`src/core/cth_params.svh`:
```
/*
  Timing counts and bus constants for the channel tag handshake.
  Assumes a 100 MHz ref_clk.
*/
`ifndef CTH_PARAMS_SVH
`define CTH_PARAMS_SVH
`define CTH_CLK_PERIOD_NS   10
`define CTH_HOLD_MIN_NS     4000
`define CTH_HOLD_MIN_CYC    ((`CTH_HOLD_MIN_NS + `CTH_CLK_PERIOD_NS - 1) / `CTH_CLK_PERIOD_NS)
`define CTH_DATA_W          8
`define CTH_ZERO_BYTE       8'h00
`define CTH_SYNC_STAGES     2
`endif

```
`src/core/cth_pkg.sv`:
```
/*
  Types shared by both ends of the channel tag handshake.
  Assumes cth_params.svh is on the include path.
*/
package cth_pkg;
  typedef enum logic [1:0] {CTH_OP_NONE, CTH_OP_READ, CTH_OP_WRITE} cth_op_t;
  typedef enum logic [1:0] {CTH_RSP_ACCEPT, CTH_RSP_STOP, CTH_RSP_STACK} cth_rsp_t;
  typedef struct packed {
    logic       par;
    logic [7:0] dat;
  } cth_byte_t;
  function automatic logic cthOddPar(input logic [7:0] b);
    cthOddPar = ~(^b);
  endfunction : cthOddPar
endpackage : cth_pkg

```
`src/core/cth_if.sv`:
```
/*
  Channel cable: outbound and inbound buses plus tag lines.
  Assumes a single control unit on the testbench side of the select loop.
*/
`timescale 1ns/1ps
`default_nettype none
interface cth_if;
  import cth_pkg::*;
  cth_byte_t busOut;
  cth_byte_t busIn;
  logic      oplOut;
  logic      adrOut;
  logic      cmdOut;
  logic      srvOut;
  logic      holdOut;
  logic      selOut;
  logic      supOut;
  logic      reqIn;
  logic      adrIn;
  logic      staIn;
  logic      srvIn;
  logic      oplIn;
  logic      selIn;
  modport chan (output busOut, oplOut, adrOut, cmdOut, srvOut, holdOut, selOut, supOut,
                input busIn, reqIn, adrIn, staIn, srvIn, oplIn, selIn);
  modport cu (input busOut, oplOut, adrOut, cmdOut, srvOut, holdOut, selOut, supOut,
              output busIn, reqIn, adrIn, staIn, srvIn, oplIn, selIn);
endinterface : cth_if
`default_nettype wire

```
`src/core/cth_channel.sv`:
```
/*
  Channel end: runs selection, byte service, status and disconnect on the tags.
  Assumes inbound tags are asynchronous and are synchronised here.
*/
`timescale 1ns/1ps
`default_nettype none
`include "cth_params.svh"
// Behaviour
// - outbound lines valid only under interlock
// - interlock low resets every control unit
// - shared request line, many requesters tolerated
// - address-out makes units decode device address
// - address-out without select/hold disconnects unit
// - select-out daisy chain returns as select-in
// - units gate select-out with hold-out
// - hold-out only after interlock held 4us
// - operational-in marks selected device
// - address-in answered by command-out
// - command-out meaning depends on inbound tag
// - proceed/stack/stop drive zero command byte
// - status answered by service-out or command-out
// - service-out only acknowledges service/status in
// - every service-in gets an answer
// - service-in timing follows read or write
// - suppress line carries special functions
// - nine-line buses with odd parity (zero command bytes go out with parity bit 0)
// - outbound data held until inbound tag falls
// - inbound bus driven only under operational-in; a unit dropped by address-out keeps its last byte, except from US_STAT, where it clears to zero
module cth_channel
  import cth_pkg::*;
#(
  parameter int HOLD_MIN_CYC = `CTH_HOLD_MIN_CYC
) (
  input  wire logic            ref_clk,
  input  wire logic            rstn,
  cth_if.chan                  bus,
  input  wire logic            startValid,
  input  wire logic [7:0]      startAddr,
  input  wire logic [7:0]      startCmd,
  input  wire cth_op_t         startOp,
  output logic                 startReady,
  input  wire logic            wrValid,
  input  wire logic [7:0]      wrData,
  output logic                 wrReady,
  output logic                 rdValid,
  output logic [7:0]           rdData,
  input  wire logic            rdReady,
  input  wire logic            stopReq,
  input  wire logic            stackReq,
  input  wire logic            disconnectReq,
  input  wire logic            suppress,
  output logic                 statusValid,
  output logic [7:0]           statusByte,
  output logic                 parityErr,
  output logic                 busyOut
);
  typedef enum {CS_RESET, CS_IDLE, CS_SEL, CS_CMD, CS_CONN, CS_ANS, CS_DISC} cth_cs_t;
  cth_cs_t     state_reg;
  logic [1:0]  reqS_reg, adrS_reg, staS_reg, srvS_reg, oplS_reg, selS_reg;
  logic        adrD_reg, staD_reg, srvD_reg;
  logic [15:0] oplCnt_reg;
  logic        adrRise, staRise, srvRise, anyInFall;
  cth_op_t     op_reg;
  logic [7:0]  cmd_reg;
  // two-entry read buffer so a stalled consumer loses no byte
  logic [7:0]  rdMem [2];
  logic        rdWp_reg, rdRp_reg;
  logic [1:0]  rdCnt_reg;
  logic        rdPush;

  // inbound tags cross via two flops before use
  always_ff @(posedge ref_clk) begin
    if (!rstn) begin
      {reqS_reg, adrS_reg, staS_reg, srvS_reg, oplS_reg, selS_reg} <= '0;
    end else begin
      reqS_reg <= {reqS_reg[0], bus.reqIn};
      adrS_reg <= {adrS_reg[0], bus.adrIn};
      staS_reg <= {staS_reg[0], bus.staIn};
      srvS_reg <= {srvS_reg[0], bus.srvIn};
      oplS_reg <= {oplS_reg[0], bus.oplIn};
      selS_reg <= {selS_reg[0], bus.selIn};
    end
  end

  always_ff @(posedge ref_clk) begin
    if (!rstn) begin
      {adrD_reg, staD_reg, srvD_reg} <= '0;
    end else begin
      {adrD_reg, staD_reg, srvD_reg} <= {adrS_reg[1], staS_reg[1], srvS_reg[1]};
    end
  end
  assign adrRise   = adrS_reg[1] & ~adrD_reg;
  assign staRise   = staS_reg[1] & ~staD_reg;
  assign srvRise   = srvS_reg[1] & ~srvD_reg;
  assign anyInFall = (adrD_reg & ~adrS_reg[1]) | (staD_reg & ~staS_reg[1]) | (srvD_reg & ~srvS_reg[1]);

  always_ff @(posedge ref_clk) begin
    if (!rstn || !bus.oplOut) begin
      oplCnt_reg <= '0;
    end else if (oplCnt_reg != 16'hFFFF) begin
      oplCnt_reg <= oplCnt_reg + 16'h0001;
    end
  end

  assign rdPush = (state_reg == CS_ANS || (state_reg == CS_CONN && srvRise)) && (op_reg == CTH_OP_READ)
                  && (rdCnt_reg != 2'h2) && !stopReq;
  always_ff @(posedge ref_clk) begin
    if (!rstn) begin
      rdWp_reg  <= 1'b0;
      rdRp_reg  <= 1'b0;
      rdCnt_reg <= 2'h0;
    end else begin
      if (rdPush) begin
        rdMem[rdWp_reg] <= bus.busIn.dat;
        rdWp_reg        <= ~rdWp_reg;
      end
      if (rdValid && rdReady) begin
        rdRp_reg <= ~rdRp_reg;
      end
      rdCnt_reg <= rdCnt_reg + {1'b0, rdPush} - {1'b0, rdValid & rdReady};
    end
  end

  always_ff @(posedge ref_clk) begin
    if (!rstn) begin
      rdValid <= 1'b0;
      rdData  <= `CTH_ZERO_BYTE;
    end else begin
      rdValid <= (rdCnt_reg + {1'b0, rdPush} - {1'b0, rdValid & rdReady}) != 2'h0;
      rdData  <= (rdValid && rdReady) ? rdMem[~rdRp_reg] : rdMem[rdRp_reg];
      if (rdCnt_reg == 2'h0 || (rdCnt_reg == 2'h1 && rdValid && rdReady)) begin
        rdData <= bus.busIn.dat;
      end
    end
  end

  // main tag sequencer
  always_ff @(posedge ref_clk) begin
    if (!rstn) begin
      state_reg   <= CS_RESET;
      bus.oplOut  <= 1'b0;
      bus.adrOut  <= 1'b0;
      bus.cmdOut  <= 1'b0;
      bus.srvOut  <= 1'b0;
      bus.holdOut <= 1'b0;
      bus.selOut  <= 1'b0;
      bus.supOut  <= 1'b0;
      bus.busOut  <= '{par: 1'b1, dat: `CTH_ZERO_BYTE};
      op_reg      <= CTH_OP_NONE;
      cmd_reg     <= `CTH_ZERO_BYTE;
      startReady  <= 1'b0;
      wrReady     <= 1'b0;
      statusValid <= 1'b0;
      statusByte  <= `CTH_ZERO_BYTE;
      parityErr   <= 1'b0;
      busyOut     <= 1'b0;
    end else begin
      startReady  <= 1'b0;
      wrReady     <= 1'b0;
      statusValid <= 1'b0;
      bus.supOut  <= suppress;
      bus.oplOut  <= 1'b1;
      bus.holdOut <= bus.oplOut && (oplCnt_reg >= 16'(HOLD_MIN_CYC));
      busyOut     <= (state_reg != CS_IDLE);
      if ((adrRise || staRise || srvRise) && bus.busIn.par != cthOddPar(bus.busIn.dat)) begin
        parityErr <= 1'b1;
      end
      if (anyInFall) begin
        bus.srvOut <= 1'b0;
        bus.cmdOut <= 1'b0;
      end
      case (state_reg)
        CS_RESET: begin
          if (bus.oplOut) state_reg <= CS_IDLE;
        end
        CS_IDLE: begin
          startReady <= bus.holdOut && !startValid;
          if (startValid && bus.holdOut) begin
            op_reg     <= startOp;
            cmd_reg    <= startCmd;
            bus.busOut <= '{par: cthOddPar(startAddr), dat: startAddr};
            bus.adrOut <= 1'b1;
            state_reg  <= CS_SEL;
          end else if (reqS_reg[1] && bus.holdOut) begin
            bus.selOut <= 1'b1;
            op_reg     <= CTH_OP_NONE;
            state_reg  <= CS_CONN;
          end
        end
        CS_SEL: begin
          bus.selOut <= 1'b1;
          if (oplS_reg[1] || selS_reg[1]) bus.adrOut <= 1'b0;
          if (selS_reg[1] && !oplS_reg[1]) begin
            bus.selOut <= 1'b0;
            state_reg  <= CS_IDLE;
          end else if (adrRise) begin
            bus.busOut <= '{par: cthOddPar(cmd_reg), dat: cmd_reg};
            bus.cmdOut <= 1'b1;
            startReady <= 1'b1;
            state_reg  <= CS_CONN;
          end
        end
        CS_CONN: begin
          if (disconnectReq && srvS_reg[1]) begin
            bus.selOut <= 1'b0;
            bus.adrOut <= 1'b1;
            state_reg  <= CS_DISC;
          end else if (staRise) begin
            statusByte <= bus.busIn.dat;
            if (stackReq) begin
              bus.busOut <= '{par: 1'b0, dat: `CTH_ZERO_BYTE};
              bus.cmdOut <= 1'b1;
              bus.selOut <= 1'b0;
            end else begin
              statusValid <= 1'b1;
              bus.srvOut  <= 1'b1;
              bus.selOut  <= 1'b0;
              state_reg   <= CS_DISC;
            end
          end else if (adrRise) begin
            bus.busOut <= '{par: 1'b0, dat: `CTH_ZERO_BYTE};
            bus.cmdOut <= 1'b1;
          end else if (srvRise) begin
            if (stopReq) begin
              bus.busOut <= '{par: 1'b0, dat: `CTH_ZERO_BYTE};
              bus.cmdOut <= 1'b1;
            end else if (op_reg == CTH_OP_WRITE) begin
              state_reg <= CS_ANS;
            end else if (rdPush) begin
              bus.srvOut <= 1'b1;
            end else begin
              state_reg <= CS_ANS;
            end
          end
          if (!oplS_reg[1] && !srvS_reg[1] && !staS_reg[1] && !adrS_reg[1] && op_reg != CTH_OP_NONE
              && bus.selOut == 1'b0) begin
            state_reg <= CS_IDLE;
          end
        end
        CS_ANS: begin
          // write byte needed, or read buffer full: wait without losing the pending service-in
          if (op_reg == CTH_OP_WRITE) begin
            wrReady <= wrValid && !wrReady;
            if (wrValid && !wrReady) begin
              bus.busOut <= '{par: cthOddPar(wrData), dat: wrData};
              bus.srvOut <= 1'b1;
              state_reg  <= CS_CONN;
            end
          end else if (rdCnt_reg != 2'h2) begin
            bus.srvOut <= 1'b1;
            state_reg  <= CS_CONN;
          end
          if (stopReq) begin
            bus.busOut <= '{par: 1'b0, dat: `CTH_ZERO_BYTE};
            bus.cmdOut <= 1'b1;
            wrReady    <= 1'b0;
            bus.srvOut <= 1'b0;
            state_reg  <= CS_CONN;
          end
        end
        CS_DISC: begin
          if (!oplS_reg[1] && !anyInFall && !srvS_reg[1] && !staS_reg[1]) begin
            bus.adrOut <= 1'b0;
            bus.srvOut <= 1'b0;
            state_reg  <= CS_IDLE;
          end
        end
        default: state_reg <= CS_RESET;
      endcase
    end
  end
endmodule : cth_channel
`default_nettype wire

```
`src/flat_wrapper.sv`:
```
// flat-port wrapper written by rule: the top's interface ports become plain ports
module cth_channel_flat import cth_pkg::*;
#(
  parameter int HOLD_MIN_CYC = `CTH_HOLD_MIN_CYC
)
  (ref_clk, rstn, startValid, startAddr, startCmd, startOp, startReady, wrValid, wrData, wrReady, rdValid, rdData, rdReady, stopReq, stackReq, disconnectReq, suppress, statusValid, statusByte, parityErr, busyOut, bus_busOut, bus_oplOut, bus_adrOut, bus_cmdOut, bus_srvOut, bus_holdOut, bus_selOut, bus_supOut, bus_busIn, bus_reqIn, bus_adrIn, bus_staIn, bus_srvIn, bus_oplIn, bus_selIn);
  cth_if bus_i ();
  input  wire logic ref_clk;
  input  wire logic rstn;
  input  wire logic startValid;
  input  wire logic [7:0] startAddr;
  input  wire logic [7:0] startCmd;
  input  wire cth_op_t startOp;
  output logic startReady;
  input  wire logic wrValid;
  input  wire logic [7:0] wrData;
  output logic wrReady;
  output logic rdValid;
  output logic [7:0] rdData;
  input  wire logic rdReady;
  input  wire logic stopReq;
  input  wire logic stackReq;
  input  wire logic disconnectReq;
  input  wire logic suppress;
  output logic statusValid;
  output logic [7:0] statusByte;
  output logic parityErr;
  output logic busyOut;
  output wire logic [$bits(bus_i.busOut)-1:0] bus_busOut;
  output wire logic [$bits(bus_i.oplOut)-1:0] bus_oplOut;
  output wire logic [$bits(bus_i.adrOut)-1:0] bus_adrOut;
  output wire logic [$bits(bus_i.cmdOut)-1:0] bus_cmdOut;
  output wire logic [$bits(bus_i.srvOut)-1:0] bus_srvOut;
  output wire logic [$bits(bus_i.holdOut)-1:0] bus_holdOut;
  output wire logic [$bits(bus_i.selOut)-1:0] bus_selOut;
  output wire logic [$bits(bus_i.supOut)-1:0] bus_supOut;
  input wire logic [$bits(bus_i.busIn)-1:0] bus_busIn;
  input wire logic [$bits(bus_i.reqIn)-1:0] bus_reqIn;
  input wire logic [$bits(bus_i.adrIn)-1:0] bus_adrIn;
  input wire logic [$bits(bus_i.staIn)-1:0] bus_staIn;
  input wire logic [$bits(bus_i.srvIn)-1:0] bus_srvIn;
  input wire logic [$bits(bus_i.oplIn)-1:0] bus_oplIn;
  input wire logic [$bits(bus_i.selIn)-1:0] bus_selIn;
  assign bus_busOut = bus_i.busOut;
  assign bus_oplOut = bus_i.oplOut;
  assign bus_adrOut = bus_i.adrOut;
  assign bus_cmdOut = bus_i.cmdOut;
  assign bus_srvOut = bus_i.srvOut;
  assign bus_holdOut = bus_i.holdOut;
  assign bus_selOut = bus_i.selOut;
  assign bus_supOut = bus_i.supOut;
  assign bus_i.busIn = bus_busIn;
  assign bus_i.reqIn = bus_reqIn;
  assign bus_i.adrIn = bus_adrIn;
  assign bus_i.staIn = bus_staIn;
  assign bus_i.srvIn = bus_srvIn;
  assign bus_i.oplIn = bus_oplIn;
  assign bus_i.selIn = bus_selIn;
  cth_channel #(.HOLD_MIN_CYC(HOLD_MIN_CYC)) u_core (.ref_clk(ref_clk), .rstn(rstn), .bus(bus_i), .startValid(startValid), .startAddr(startAddr), .startCmd(startCmd), .startOp(startOp), .startReady(startReady), .wrValid(wrValid), .wrData(wrData), .wrReady(wrReady), .rdValid(rdValid), .rdData(rdData), .rdReady(rdReady), .stopReq(stopReq), .stackReq(stackReq), .disconnectReq(disconnectReq), .suppress(suppress), .statusValid(statusValid), .statusByte(statusByte), .parityErr(parityErr), .busyOut(busyOut));
endmodule
```
`config.mk`:
```
export PLATFORM = sky130hd
export DESIGN_NAME = cth_channel_flat
export DESIGN_NICKNAME = d
export VERILOG_FILES = /design/src/core/cth_pkg.sv /design/src/core/cth_if.sv /design/src/core/cth_channel.sv /design/src/flat_wrapper.sv
export VERILOG_INCLUDE_DIRS = /design/src /design/src/core
export SDC_FILE = /design/constraint.sdc
export NUM_CORES = 1
export LEC_CHECK = 0
export ABC_AREA = 1
export BUFFER_PORTS_ARGS = -buffer_cell sky130_fd_sc_hd__buf_2
export CORE_ASPECT_RATIO = 1.2
export CORE_UTILIZATION = 40
export CTS_CLUSTER_DIAMETER = 150
export DETAILED_ROUTE_END_ITERATION = 6
export PLACE_DENSITY = 0.58
export SYNTH_ARGS = -nofsm -noshare
export SYNTH_HDL_FRONTEND = slang
export SYNTH_SLANG_ARGS = --single-unit
```
`constraint.sdc`:
```
create_clock -name ref_clk -period 3.8 [get_ports ref_clk]
set_clock_uncertainty 0.05 [all_clocks]
set_input_delay 0.76 -clock ref_clk [delete_from_list [all_inputs] [get_ports ref_clk]]
set_output_delay 0.76 -clock ref_clk [all_outputs]
set_load 0.005 [all_outputs]
```
# --- Yosys cells after proc, flatten, opt, wreduce, memory -nomap -nowiden ---
# Memories as Yosys holds them, arrays and structs flattened. A register that Yosys moved wholly into a read port is not among the register bits.
# Index checks and enable logic that the tools add are counted.
classes:
  n_lt_le_gt_ge: 1
  n_bitwise: 28
  n_mux: 83
  n_eq_ne: 39
  n_addsub: 3
  n_reduce_logical: 60
op_table:
  columns: ["operator", "n"]
  rows:
  - ["2-to-1 mux 32 bit", 19]
  - ["one-hot mux 32 bit (6 select lines)", 1]
  - ["2-to-1 mux 9 bit", 12]
  - ["equality test 32 x 3 -> 1 bit, second input constant", 3]
  - ["equality test 32 x 4 -> 1 bit, second input constant", 2]
  - ["2-to-1 mux 1 bit", 41]
  - ["one-hot mux 9 bit (4 select lines)", 1]
  - ["equality test 32 x 1 -> 1 bit, second input constant", 1]
  - ["equality test 32 x 2 -> 1 bit, second input constant", 1]
  - ["zero test 32 bit", 1]
  - ["!= test 32 x 2 -> 1 bit, second input constant", 1]
  - ["XOR reduction 8 bit", 4]
  - ["logical AND 1 bit", 23]
  - ["NOT 1 bit", 19]
  - ["adder 16 x 1 -> 16 bit, second input constant", 1]
  - ["greater-or-equal comparator 16 x 9 -> 1 bit, second input constant", 1]
  - ["2-to-1 mux 8 bit", 2]
  - ["!= test 16 bit, second input constant", 1]
  - ["!= test 2 x 1 -> 1 bit, second input constant", 7]
  - ["AND reduction 11 bit", 1]
  - ["zero test 1 bit", 10]
  - ["!= test 5 bit, second input constant", 2]
  - ["AND reduction 10 bit", 1]
  - ["!= test 3 x 1 -> 1 bit, second input constant", 3]
  - ["30 further kinds", 56]
word_totals:
  output_inout_bits: 38
  ram_bits: 16
  ff_bits: 115
  inputBits: 50
  n_memories: 1
  wordCells: 248
mem_list:
  columns: ["name", "depth", "word_bits", "read_ports", "rd_ports_with_merged_regs", "wr", "line", "rtl"]
  rows:
  - ["u_core.rdMem", 2, 8, 2, 1, 1, "cth_channel.sv:66", "logic [7:0] rdMem [2];"]

# --- Depth between registers and ports, before layout ---
logic_depth:
  word_depth: 16
  mapped_depth: 12
  mapped_depth_nobuf: 12

# --- Least setup slack after synthesis ---
# OpenSTA, ideal clock, no wires.
synth_timing:
  path_kind: "input-to-reg"
  from: "input port stopReq"
  to: "memory u_core.rdMem[0][0] (enable)"
  setup_time_ns: 0.385
  arrival_ns: 1.734
  slack_ns: 1.631
  t_required_ns: 3.365
  path_stages: 5
  n_path_buf: 0
  path_cell_list: "inv_1 -> nand3_1 -> nor2_1 -> nand2_1 -> nor3_1"
synth_via:
  elab_chain_cells: 5
synth_rtl:
  columns: ["element", "line", "rtl"]
  rows:
  - ["start: declaration", "flat_wrapper.sv:21", "input wire logic stopReq;"]
  - ["zero test 1 bit", "cth_channel.sv:106", "&& (rdCnt_reg != 2'h2) && !stopReq;"]
  - ["logical AND 1 bit", "cth_channel.sv:106", null]
  - ["2-to-1 mux 1 bit", "cth_channel.sv:113", "if (rdPush) begin"]
  - ["2-to-1 mux 1 bit", "cth_channel.sv:108", "if (!rstn) begin"]
  - ["2-to-1 mux 1 bit (implied by the code)", "cth_channel.sv:114", "rdMem[rdWp_reg] <= bus.busIn.dat;"]
  - ["end: declaration", "cth_channel.sv:66", null]
# Every way passes these cells.

# --- Final worst setup path ---
layout_timing:
  from: "register u_core.state_reg[1]"
  to: "register u_core.state_reg[1]"
layout_via:
  elab_chain_cells: 8
  word_cells_on_any_way: 26
  classes_between: "18 x eq/ne; 1 x mux; 7 x reduce/logical"
layout_rtl:
  columns: ["element", "line", "rtl"]
  rows:
  - ["start: declaration", "cth_channel.sv:58", "cth_cs_t state_reg;"]
  - ["start signal: assignment", "cth_channel.sv:140", "state_reg <= CS_RESET;"]
  - ["start signal: assignment", "cth_channel.sv:174", "if (bus.oplOut) state_reg <= CS_IDLE;"]
  - ["start signal: assignment", "cth_channel.sv:183", "state_reg <= CS_SEL;"]
  - ["equality test 32 x 4 -> 1 bit", "cth_channel.sv:105", "assign rdPush = (state_reg == CS_ANS || (state_reg == CS_CONN && srvRise)) && (op_reg == CTH_OP_READ)"]
  - ["logical AND 1 bit", "cth_channel.sv:105", null]
  - ["logical OR 1 bit", "cth_channel.sv:105", null]
  - ["logical AND 1 bit", "cth_channel.sv:105", null]
  - ["logical AND 1 bit (2 in series)", "cth_channel.sv:106", null]
  - ["!= test 6 x 5 -> 1 bit (no source line)", null, null]
  - ["AND reduction 11 bit (no source line)", null, null]
# Several ways; a longest one is shown, not always the timed one.
# A chain may end at the register's enable or synchronous reset.

==> metrics.cfg <==
[power]
p_leak_uw=0.00289
max-vdd-ir-drop_v=0.000247
power.density_nw_per_um2=542
total_power_uw=3220

[detailed_routing]
via_count=4623
routed_wl_um=12300
drc_errors=0
vias_per_cell=4.83
drtIter0Drc=311
ant_nets=0
dr.pass1.iters=5
detail_route.wl_per_cell_um=12.8

[final_layout]
multi_input_area_um2=2430
design_area_um2=5940
n_antenna_cell=0
drive_above_1_share_pct=15.7
final_core_util_pct=48.6
register_area_um2=2220
fin_nets=846
mostFrequentLayoutCell=nand2_1
final_cell_mix=nand2_1 (178), nor2_1 (100), inv_1 (92)
fillCellCount=1271
area.growth.synth_to_final_pct=17.2

[grt]
antenna_found_initial=0
use_met2_pct=33.3
grt_pass1_vias=4465
grt-ovfl-total=0
grt.busiest_layer=met2
grt_use_total_pct=19.7
met3_usage_pct=3.86
grt_max_degree=32
grt_first_pass_wirelength_um=21100
use_met1_pct=25.0

[placed_design]
placed_area_um2=5660
dp_hpwl_um=9360
port_buffers=87
gp_routability_congestion=0.908

[worst_setup_path]
worstPathCellList=inv_1 -> nand2_1 -> nor2_1 -> inv_1 -> nor2_1 -> clkinv_1 -> o21ai_0 -> inv_1 -> nand2_1 -> nand2_1 -> nor2_1
startpoint=u_core.state_reg[1]
critPathTopFamily=simple AND/OR/NAND/NOR gates
startpoint_type=flop
crit_arrival_ns=2.63
r2r-end=u_core.state_reg[1]
crit_buf_inv=4
r2r_start=u_core.state_reg[1]
crit_path_max_fanout=11
cp-end-kind=flop
slowest_delay_ns=0.48
endpoint=u_core.state_reg[1]
cp_num_cells=11
reg2reg_depth=11
slowest_stage=nor2_1
r2r_slack_ns=1.40
path_class=flop to flop
required_ns=4.03

[clock_network]
htree_levels=3
clkTransAtPathRegs_ns=0.07
clk_latency_ns=0.34
cts_resized=0
clock-sinks=103
root_buffer=clkbuf_16
cts_setup_buffers=0
cts_tree=yes
hold_buffers=0
clock_path_buffers=2
cts_buffers=9

[floorplan]
initial_core_util_pct=41.4
coreArea_um2=12200
num_rows=44
ioPinCount=88
die_x_um=105
die_area_um2=13100
fp.dieH_um=125

[timing]
final.setup.tns_ns=0
hold_viol=0
tightest_slew_ns=0.862
fin_crit_ns=2.40
post-route-period-util_pct=63.1
whs_ns=0.363
rsz0062_at_grt=false
drv_slew=0
slew-limit-headroom_pct=42.3
fmax_mhz=417
setup_violations=0

[synthesis]
avgSynthCellArea_um2=7.19
yosys_warnings=0
synth-xor-area-share_pct=5.71
synth_area_leaders=dfxtp_1 (34%), nand2_1 (13%), edfxtp_1 (9.5%)
synth_cell_types=33
synth_nets=758
syn_area_um2=5060
synthMuxAreaShare_pct=1.78
post-synth-top-area-fraction_pct=34.4
synthSimpleGateAreaFrac_pct=28.6
async_flop_share_pct=0
ys_ff_latch=103
synth_flop_cell=dfxtp_1
synthAdderAreaFrac_pct=0.988
synth_edf_count=16
yosysTopAreaCell=dfxtp_1
synth_compound_area_share_pct=10.9
netlist_instances=704
ys_seq_area_share_pct=43.9
synth_top_family_by_area=simple AND/OR/NAND/NOR gates

[flow_run]
drv_cap=0

[status]
status=complete, no violations

[min_path]
hp-class=flop to flop

[stage by stage]
| stage | setup WS (ns) | std cells |
|---|---|---|
| 3_3_place_gp | 1.39 | 942 |
| 6_report | 1.40 | 958 |
| 4_1_cts | 1.39 | 958 |
| 5_1_grt | 0.908 | 958 |
| 2_1_floorplan | 1.63 | 704 |
| 3_5_place_dp | 1.29 | 942 |
[per-layer routing]
layer | vias to the layer above | share of wire (%) | routed length (um)
li1 | 2410 | - | -
met1 | 2099 | 47 | 5750
met2 | 97 | 48 | 5860
met3 | 17 | 4.2 | 519
met4 | 0 | 1.4 | 172
met5 | - | 0 | 0
[cell type report]
class / count / share of cell area, %
clock inverters: 7 / 0.927
flip-flops and latches: 103 / 37.4
multi-input cells: 495 / 40.9
clock buffers: 9 / 3.79
repair buffers: 89 / 7.59
inverters: 94 / 5.94
well taps: 161 / 3.39
[cells in the mapped netlist (2+ instances only)]
master	number
nand2_1	178
nor2_1	100
inv_1	92
dfxtp_1	87
nand3_1	43
o21ai_0	41
a21oi_1	37
xnor2_1	19
edfxtp_1	16
xor2_1	14
nor3_1	10
o21bai_1	9
mux2_2	8
clkbuf_1	7
a31oi_1	6
nand4_1	6
ha_1	4
buf_2	3
nand3b_1	3
nor2_2	3
o21ai_2	3
or2_2	3
o31ai_1	2
[worst min path at each step]
stage	from	endpoint	slack (ns)	cells past startpoint
after floorplan	u_core.adrS_reg[0]	u_core.adrS_reg[1]	0.34	2
after global placement	u_core.staS_reg[0]	u_core.staS_reg[1]	0.34	2
after detailed placement	u_core.adrS_reg[0]	u_core.adrS_reg[1]	0.35	2
after global routing	u_core.adrS_reg[0]	u_core.adrS_reg[1]	0.38	2
after CTS	u_core.adrS_reg[0]	u_core.adrS_reg[1]	0.37	2
final	u_core.staS_reg[0]	u_core.staS_reg[1]	0.36	2
[power by group]
part	total, uW	switching (uW)	internal, uW
combinational	1050	663	389
sequential	1290	68.4	1220
clock	876	425	450
total	3220	1160	2060
[kinds of logic after synthesis]
| kind of cell | Yosys count |
|---|---|
| AOI/OAI and AO/OA | 100 |
| xor gates and xnor gates | 33 |
| adders and majority gates | 4 |
| buffers and inverters | 106 |
| DFF | 103 |
| muxes | 8 |
| and+or+nand+nor | 350 |
[tightest hold or removal path, delay by kind of cell, from the launching register on]
family,cells,cell delay [ns]
buffers and inverters,1,0.04
flip-flops,1,0.31
AND/OR/NAND/NOR,1,0.04
Power figures use the tool's default switching activity.
